--- src/design/serial_port_pkg.sv ---
/*
 * Shared constants and types for the serial port clock, frame and
 * transmitter control block: register indices, field layouts, reset
 * values and the divider figures.
 * Assumes a 32-bit APB master that addresses each register as one
 * aligned word at four times its index.
 */
package serial_port_pkg;

    // ------------------------------------------------------------
    // Register map
    // ------------------------------------------------------------
    localparam logic [29:0] CTRL_A_INDEX = 30'h0FFFFB5;
    localparam logic [29:0] CTRL_B_INDEX = 30'h0FFFFB6;
    localparam int          REG_WIDTH    = 24;
    localparam logic [23:0] CTRL_A_RESET = 24'h000000;
    localparam logic [23:0] CTRL_B_RESET = 24'h000000;
    // Reserved bits 10..8 of control A are not stored and read as zero.
    localparam logic [23:0] CTRL_A_MASK  = 24'hFFF8FF;

    // ------------------------------------------------------------
    // Clock generator figures
    // ------------------------------------------------------------
    localparam logic [2:0]  FIXED_STAGE_LIMIT = 3'h7;
    localparam int          BCLK_MIN_DIV      = 4;
    localparam int          BCLK_MAX_DIV      = 4096;

    // ------------------------------------------------------------
    // Field layouts
    // ------------------------------------------------------------
    typedef struct packed {
        logic [6:0] upper_fields;
        logic [4:0] frame_divider;
        logic       prescaler_range_bit;
        logic [2:0] reserved;
        logic [7:0] prescale_modulus;
    } ctrl_a_t;

    typedef struct packed {
        logic       rx_exception_irq_on;
        logic       tx_exception_irq_on;
        logic       rx_last_slot_irq_on;
        logic       tx_last_slot_irq_on;
        logic       rx_irq_on;
        logic       tx_irq_on;
        logic       rx_on_bit;
        logic       first_transmitter_on;
        logic       second_transmitter_on;
        logic       third_transmitter_on;
        logic       network_select;
        logic       shared_clock_mode;
        logic [5:0] spare;
        logic [2:0] pin_dir;
        logic       clock_dir;
        logic       flag_out_b;
        logic       flag_out_a;
    } ctrl_b_t;

    typedef struct packed {
        logic [2:0] out;
        logic [2:0] oe;
    } sc_pins_t;

    typedef enum logic {
        WORD_IDLE = 1'b0,
        WORD_RUN  = 1'b1
    } word_state_t;

endpackage : serial_port_pkg

--- src/design/ratio_counter.sv ---
/*
 * Programmable modulus counter: steps on an enable and wraps after
 * limit+1 steps, giving a one-cycle registered wrap pulse.
 * Assumes one clock and a synchronous active-high reset.
 */
module ratio_counter #(
    parameter int W = 8
) (
    input  wire logic         sys_clk,
    input  wire logic         sys_rst,
    input  wire logic         step,
    input  wire logic [W-1:0] limit,
    output logic      [W-1:0] count,
    output logic              wrap
);

    // A limit lowered below the current count wraps on the next step, so a
    // reprogrammed ratio never leaves the counter running to 2**W.
    always_ff @(posedge sys_clk) begin
        if (sys_rst) begin
            count <= '0;
            wrap  <= 1'b0;
        end else begin
            wrap <= 1'b0;
            if (step) begin
                if (count >= limit) begin
                    count <= '0;
                    wrap  <= 1'b1;
                end else begin
                    count <= count + 1'b1;
                end
            end
        end
    end

endmodule : ratio_counter

--- src/design/serial_port_clock_frame_control.sv ---
/*
 * Bit clock prescaler, frame rate divider, transmitter enables and
 * output flag control of a synchronous serial port, with two control
 * registers reached over APB.
 * Assumes the shift registers and data registers live outside: they
 * report data ready for the first transmitter and supply serial bits.
 */
// The APB interface to the registers was decided locally.
module serial_port_clock_frame_control
    import serial_port_pkg::*;
#(
    parameter int WORD_BITS = 24
) (
    input  wire logic        sys_clk,
    input  wire logic        sys_rst,
    input  wire logic        soft_reset,
    input  wire logic        psel,
    input  wire logic        penable,
    input  wire logic        pwrite,
    input  wire logic [31:0] paddr,
    input  wire logic [31:0] pwdata,
    output logic      [31:0] prdata,
    output logic             pready,
    output logic             pslverr,
    input  wire logic        tx0_data_valid,
    input  wire logic [2:0]  tx_serial,
    output logic             bit_clock_pin,
    output logic             bit_clock_oe,
    output logic             serial_data_out_pin,
    output logic             serial_data_out_oe,
    output sc_pins_t         multifunction_pins,
    output logic             shift_strobe,
    output logic             frame_sync,
    output logic             tx0_load,
    output logic [2:0]       tx_active,
    output logic             rx_active
);

    // ------------------------------------------------------------
    // Declarations
    // ------------------------------------------------------------
    localparam logic [31:0] CTRL_A_ADDR = {CTRL_A_INDEX, 2'b00};
    localparam logic [31:0] CTRL_B_ADDR = {CTRL_B_INDEX, 2'b00};
    localparam int          BIT_W       = $clog2(WORD_BITS);
    localparam logic [BIT_W-1:0] LAST_BIT = BIT_W'(WORD_BITS - 1);

    ctrl_a_t           serial_control_a;
    ctrl_b_t           serial_control_b;
    logic              bus_access;
    logic              hit_a;
    logic              hit_b;
    logic [2:0]        fixed_count;
    logic              fixed_wrap;
    logic              modulus_step;
    logic [7:0]        modulus_count;
    logic              modulus_wrap;
    logic              bclk;
    logic              bit_tick;
    word_state_t       word_state;
    logic [BIT_W-1:0]  bit_cnt;
    logic              word_start;
    logic              word_end;
    logic [4:0]        word_idx;
    logic              on_demand;
    logic              frame_first;
    logic [2:0]        te_req;
    logic [2:0]        te_dropped;
    logic [2:0]        te_eff;
    logic [1:0]        flag_pins;

    // ------------------------------------------------------------
    // APB slave
    // ------------------------------------------------------------
    // The answer comes one cycle into the access phase, so every
    // output of the slave stays a plain flip-flop.
    assign bus_access = psel && penable && pready;
    assign hit_a      = (paddr == CTRL_A_ADDR);
    assign hit_b      = (paddr == CTRL_B_ADDR);

    always_ff @(posedge sys_clk) begin
        if (sys_rst) begin
            pready  <= 1'b0;
            pslverr <= 1'b0;
            prdata  <= 32'h00000000;
        end else if (psel && penable && !pready) begin
            pready  <= 1'b1;
            pslverr <= !(hit_a || hit_b);
            if (!pwrite && hit_a) begin
                prdata <= {8'h00, serial_control_a};
            end else if (!pwrite && hit_b) begin
                prdata <= {8'h00, serial_control_b};
            end else begin
                prdata <= 32'h00000000;
            end
        end else begin
            pready  <= 1'b0;
            pslverr <= 1'b0;
        end
    end

    always_ff @(posedge sys_clk) begin
        if (sys_rst) begin
            serial_control_a <= CTRL_A_RESET;
        end else if (bus_access && pwrite && hit_a) begin
            serial_control_a <= pwdata[REG_WIDTH-1:0] & CTRL_A_MASK;
        end
    end

    // Software reset wins over a write landing in the same cycle.
    always_ff @(posedge sys_clk) begin
        if (sys_rst || soft_reset) begin
            serial_control_b <= CTRL_B_RESET;
        end else if (bus_access && pwrite && hit_b) begin
            serial_control_b <= pwdata[REG_WIDTH-1:0];
        end
    end

    // ------------------------------------------------------------
    // Bit clock generator
    // ------------------------------------------------------------
    // Fixed divide-by-eight stage, then the variable prescaler, then
    // a toggle that halves the rate again.
    ratio_counter #(.W(3)) fixed_stage (
        .sys_clk (sys_clk),
        .sys_rst (sys_rst),
        .step    (1'b1),
        .limit   (FIXED_STAGE_LIMIT),
        .count   (fixed_count),
        .wrap    (fixed_wrap)
    );

    assign modulus_step = serial_control_a.prescaler_range_bit ? 1'b1 : fixed_wrap;

    ratio_counter #(.W(8)) modulus_stage (
        .sys_clk (sys_clk),
        .sys_rst (sys_rst),
        .step    (modulus_step),
        .limit   (serial_control_a.prescale_modulus),
        .count   (modulus_count),
        .wrap    (modulus_wrap)
    );

    // With the fixed stage bypassed and a zero modulus the wrap comes
    // every cycle and the bit clock runs at half the core clock; that
    // setting is left to software to avoid, so a quarter is the top.
    always_ff @(posedge sys_clk) begin
        if (sys_rst) begin
            bclk <= 1'b0;
        end else if (modulus_wrap) begin
            bclk <= !bclk;
        end
    end

    // Data moves on the falling edge of the bit clock.
    assign bit_tick = modulus_wrap && bclk;

    // ------------------------------------------------------------
    // Word sequencing
    // ------------------------------------------------------------
    assign on_demand = serial_control_b.network_select
                       && (serial_control_a.frame_divider == 5'h00);

    // In on-demand operation a word only runs while the first
    // transmitter has data; otherwise words follow back to back.
    always_ff @(posedge sys_clk) begin
        if (sys_rst) begin
            word_state <= WORD_IDLE;
        end else begin
            case (word_state)
                WORD_IDLE: begin
                    if (!on_demand || (bit_tick && tx0_data_valid)) begin
                        word_state <= WORD_RUN;
                    end
                end
                WORD_RUN: begin
                    if (on_demand && word_end && !tx0_data_valid) begin
                        word_state <= WORD_IDLE;
                    end
                end
                default: begin
                    word_state <= WORD_IDLE;
                end
            endcase
        end
    end

    assign word_start = bit_tick && (word_state == WORD_RUN) && (bit_cnt == '0);
    assign word_end   = bit_tick && (word_state == WORD_RUN) && (bit_cnt == LAST_BIT);

    always_ff @(posedge sys_clk) begin
        if (sys_rst) begin
            bit_cnt <= '0;
        end else if (bit_tick && (word_state == WORD_RUN)) begin
            bit_cnt <= (bit_cnt == LAST_BIT) ? '0 : bit_cnt + 1'b1;
        end
    end

    // ------------------------------------------------------------
    // Frame divider
    // ------------------------------------------------------------
    // The word index wraps after frame_divider+1 words; a zero code
    // makes every word a frame, which is both the continuous normal
    // case and the on-demand network case.
    ratio_counter #(.W(5)) frame_stage (
        .sys_clk (sys_clk),
        .sys_rst (sys_rst),
        .step    (word_end),
        .limit   (serial_control_a.frame_divider),
        .count   (word_idx),
        .wrap    ()
    );

    assign frame_first = word_start && (word_idx == 5'h00);

    // One bit long frame sync over the first bit of each frame.
    always_ff @(posedge sys_clk) begin
        if (sys_rst) begin
            frame_sync <= 1'b0;
        end else if (frame_first) begin
            frame_sync <= 1'b1;
        end else if (bit_tick) begin
            frame_sync <= 1'b0;
        end
    end

    always_ff @(posedge sys_clk) begin
        if (sys_rst) begin
            shift_strobe <= 1'b0;
        end else begin
            shift_strobe <= bit_tick && (word_state == WORD_RUN);
        end
    end

    // ------------------------------------------------------------
    // Transmitter enables
    // ------------------------------------------------------------
    assign te_req = {serial_control_b.first_transmitter_on,
                     serial_control_b.second_transmitter_on,
                     serial_control_b.third_transmitter_on};

    // All three enables share one structure; only the first drives
    // the dedicated data pin and gates the first data register load.
    for (genvar i = 0; i < 3; i++) begin : g_tx_enable
        always_ff @(posedge sys_clk) begin
            if (sys_rst) begin
                te_dropped[i] <= 1'b0;
            end else if (frame_first) begin
                te_dropped[i] <= 1'b0;
            end else if (serial_control_b.network_select && te_eff[i] && !te_req[i]) begin
                te_dropped[i] <= 1'b1;
            end
        end

        always_ff @(posedge sys_clk) begin
            if (sys_rst) begin
                te_eff[i] <= 1'b0;
            end else if (frame_first) begin
                te_eff[i] <= te_req[i];
            end else if (word_end && (!te_req[i] || te_dropped[i])) begin
                te_eff[i] <= 1'b0;
            end else if (!serial_control_b.network_select && word_start) begin
                te_eff[i] <= te_req[i];
            end
        end
    end

    always_ff @(posedge sys_clk) begin
        if (sys_rst) begin
            tx_active <= 3'b000;
            rx_active <= 1'b0;
        end else begin
            tx_active <= te_eff;
            rx_active <= serial_control_b.rx_on_bit;
        end
    end

    // ------------------------------------------------------------
    // Output flags and first transmitter load
    // ------------------------------------------------------------
    // Flags written by software wait in control B and only reach the
    // pins together with the word that the first transmitter loads.
    always_ff @(posedge sys_clk) begin
        if (sys_rst) begin
            flag_pins <= 2'b00;
            tx0_load  <= 1'b0;
        end else begin
            tx0_load <= word_start && te_eff[2] && tx0_data_valid;
            if (word_start && te_eff[2] && tx0_data_valid) begin
                flag_pins <= {serial_control_b.flag_out_b, serial_control_b.flag_out_a};
            end
        end
    end

    // ------------------------------------------------------------
    // Pin drivers
    // ------------------------------------------------------------
    always_ff @(posedge sys_clk) begin
        if (sys_rst) begin
            bit_clock_pin       <= 1'b0;
            bit_clock_oe        <= 1'b0;
            serial_data_out_pin <= 1'b0;
            serial_data_out_oe  <= 1'b0;
        end else begin
            bit_clock_pin       <= bclk;
            bit_clock_oe        <= serial_control_b.clock_dir;
            serial_data_out_pin <= tx_serial[0];
            serial_data_out_oe  <= te_eff[2];
        end
    end

    // In shared clock mode pins 0 and 1 carry the data of the second
    // and third transmitters, or the flags when those are off; in
    // separate clock mode they carry the receive clock and sync.
    always_ff @(posedge sys_clk) begin
        if (sys_rst) begin
            multifunction_pins <= '0;
        end else begin
            multifunction_pins.oe <= serial_control_b.pin_dir;
            if (serial_control_b.shared_clock_mode) begin
                multifunction_pins.out[0] <= te_eff[1] ? tx_serial[1] : flag_pins[0];
                multifunction_pins.out[1] <= te_eff[0] ? tx_serial[2] : flag_pins[1];
            end else begin
                multifunction_pins.out[0] <= bclk;
                multifunction_pins.out[1] <= frame_sync;
            end
            multifunction_pins.out[2] <= frame_sync;
        end
    end

endmodule : serial_port_clock_frame_control

--- config.mk ---
export PLATFORM = sky130hd
export DESIGN_NAME = serial_port_clock_frame_control
export DESIGN_NICKNAME = d
export VERILOG_FILES = /design/src/design/serial_port_pkg.sv /design/src/design/ratio_counter.sv /design/src/design/serial_port_clock_frame_control.sv
export SDC_FILE = /design/constraint.sdc
export NUM_CORES = 1
export LEC_CHECK = 0
export CORE_AREA = 2 2 101 103
export CTS_CLUSTER_SIZE = 14
export DETAILED_ROUTE_END_ITERATION = 6
export DIE_AREA = 0 0 103 105
export DONT_BUFFER_PORTS = 1
export PLACE_DENSITY_LB_ADDON = 0.25
export SYNTH_ARGS = -nofsm -noshare
export SYNTH_HDL_FRONTEND = slang
export SYNTH_SLANG_ARGS = --single-unit
--- constraint.sdc ---
create_clock -name sys_clk -period 2.85 [get_ports sys_clk]
set_input_delay 0.57 -clock sys_clk [delete_from_list [all_inputs] [get_ports sys_clk]]
set_output_delay 0.57 -clock sys_clk [all_outputs]
set_load 0.01 [all_outputs]
==> metrics.md <==
| Metric | Value |
|---|---|
| Status | finished clean |
| Sequential-to-total area share from yosys stat | 42.5% |
| Synth unique cells | 48 |
| Final Max Tran Viols | 0 |
| Post-synth top flop | dfxtp_1 |
| Static Leakage | 2.40 nW |
| Power Total | 3.97 mW |
| Worst-path fanout max | 8 |
| Final worst-path cycle share | 70.1% |
| Resize count post-CTS | 0 |
| # diodes | 0 |
| Starting DRT DRC Count | 345 |
| Starting Density | 58.6% |
| Post-synthesis average cell area | 8.86 um^2 |
| Critical setup path kind | reg -> reg |
| Post-synth EDFFs | 0 |
| Post-layout util | 64.9% |
| P_sw | 832 uW |
| Drt via density | 6.10 |
| Worst vdd ir | 0.367 mV |
| Reg-to-reg slack, setup | 0.85 ns |
| Post-CTS Repair Setup Buffers | 0 |
| DP Wirelength | 8970 um |
| WL final | 14000 um |
| Min cycle time layout | 2.00 ns |
| Skew-Pair Late Insertion Delay | 0.52 ns |
| Yosys top cell by area | dfxtp_1 |
| Maximum clock rate | 0.501 GHz |
| Combinational share of power | 3.0% |
| Number of max-cap violations | 0 |
| Clock Sinks | 120 |
| Ys Warns | 0 |
| Final Hold Violating Endpoints | 0 |
| Synth async-reset ratio | 0% |
| CP arrival | 2.40 ns |
| Gate Count Post-Synth | 637 |
| Relative slew margins | 52.9% |
| Vias | 4648 |
| GRT overflow | 0 |
| Internal Power | 3.14 mW |
| Total Routing Usage GR | 26.6% |
| Core Area | 0.00964 mm^2 |
| Power per standard cell area | 635 mW/mm^2 |
| Crit start category | register |
| Filler cells | 825 |
| Hold-fix buffers, CTS | 0 |
| First-pass GRT wire length | 22400 um |
| Post-Layout Cell Count | 762 |
| Final Skew | 0.00744 ns |
| Avg WL per Cell | 18.3 um |
| Ratio of cells with drive above 1 in the final layout | 8.27% |
| Pin count of the biggest net entering global routing | 110 |
| Die Span X | 103 um |
| TritonRoute pass-1 iters | 5 |
| Area contributors post-synth | dfxtp_1 (43%), mux2i_1 (7.1%), nand2_1 (4.5%), ha_1 (4.4%), nand4_1 (4.2%) |
| Area Overhead vs Synth | 10.8% |
| Drt drc | 0 |
| Antenna viol nets, final | 0 |
| Initial antenna violation count | 0 |
| CTS root buf | clkbuf_8 |
| Syn Std Cell Area | 0.00565 mm^2 |
| CTS buffer count | 17 |
| Critical Path RT | 3.25 ns |
| Worst slew pin tran | 0.704 ns |
| Clk pin slew, worst setup/hold paths | 0.05 ns |
| Final net count | 711 |
| Clock power frac | 53.3% |
| Setup violations, final | 0 |
| RSZ-0062 raised after global routing | no |
| Buffers on Ports | 0 |
| CP endpoint kind | register |
| Flops & latches, synth | 120 |
| Die area | 0.0108 mm^2 |
| Placed cells | 731 |
| Vias in the first global route | 4597 |
| H-Tree Depth | 4 |
| Longest Clk Path Bufs | 2 |
| Seq pwr share | 43.6% |
| Type of the worst min-delay path | in -> reg |
| Cell with the most instances after synthesis | dfxtp_1 |
| Post-synth top cells | dfxtp_1 (120), nand2_1 (67), nor2_1 (43) |
| I/O pins | 125 |
| GP Congestion | 0.847 |
| Row count | 36 |
| Post-synth top area share | 42.5% |
| Sum Neg Setup Slack | 0 ns |
| Die Y | 105 um |
| Switching share of power | 20.9% |
| CTS tree | yes |
==> power by group through the flow <==
| stage | combinational, mW | clock, mW | sequential, mW |
|---|---|---|---|
| floorplan | 0.128 | 0 | 1.76 |
| global placement | 0.118 | 0 | 1.77 |
| detailed placement | 0.120 | 0 | 1.77 |
| CTS | 0.120 | 2.14 | 1.73 |
| global route | 0.136 | 2.23 | 1.73 |
| finish | 0.121 | 2.12 | 1.73 |
==> critical path: stages (launching register included) <==
cell and delay, ns:
dfxtp_1 0.39, ha_1 0.21, nand4b_1 0.24, nor2_1 0.57, nor2_1 0.20, o221a_2 0.28
==> cell type report <==
type                       count  area, um^2  share of cell area (%)
sequential                   120        2400                    38.4
clock buffer                  22         463                    7.40
inverter                      20        75.1                    1.20
timing repair buffer          12         115                    1.84
multi-input combinational    446        2910                    46.6
clock inverter                 9         123                    1.96
tap                          133         166                    2.66
==> routing by layer <==
metal | track usage (%) | wire length (um) | vias up
met5 | 0 | 0 | -
met4 | 10.2 | 257 | 0
met3 | 7.89 | 1000 | 22
met2 | 44.6 | 7080 | 187
met1 | 31.5 | 5630 | 2219
li1 | - | - | 2220
==> stage by stage <==
| stage | setup WS (ns) | area (um^2) | hold slack, ns |
|---|---|---|---|
| final | 0.853 | 6260 | 0.120 |
| after global routing | 0.651 | 6260 | 0.103 |
| after CTS | 0.860 | 6260 | 0.110 |
| after detailed placement | 0.377 | 5670 | 0.456 |
| after global placement | 0.430 | 5670 | 0.434 |
| after floorplan | 0.700 | 5670 | 0.431 |
==> worst paths after layout <==
| check | start | to | depth (start not counted) |
|---|---|---|---|
| min reg2reg | serial_control_b[22] | serial_control_b[22] | 2 |
| max | bit_cnt[0] | te_eff[0] | 5 |
| max reg2reg | bit_cnt[0] | te_eff[0] | 5 |
| min | sys_rst | bit_cnt[4] | 1 |
==> kinds of logic after synthesis <==
group / share of synthesized area, %
adder cells (fa/ha/maj): 4.43
XOR/XNOR: 2.33
other: 0.0664
AND/OR/NAND/NOR: 25.5
multiplexers: 7.09
flip-flops: 42.5
buffers and inverters: 6.56
AO/OA/AOI/OAI: 11.5
==> cell usage in the layout, fill, tap and decap left out, types with 11 or more instances in the layout <==
master,count
clkbuf_16,16
nand2_1,67
nand2b_1,24
a31oi_1,21
dfxtp_1,120
nor2_1,42
mux2i_1,40
a21oi_1,15
nand4_1,38
ha_1,20
inv_1,20
a211oi_1,24
o31ai_1,11
nor3_1,23
nor3b_1,11
nor2b_1,25
==> flip-flops by register name, indices dropped and copies added (netlist names), 2 cells and up <==
register	flops
serial_control_a	21
fixed_stage.count	3
modulus_stage.count	8
te_eff	3
frame_stage.count	5
flag_pins	2
tx_active	3
multifunction_pins	6
te_dropped	3
bit_cnt	5
serial_control_b	24
prdata	24
No activity file was read; power rests on OpenSTA's default activity.
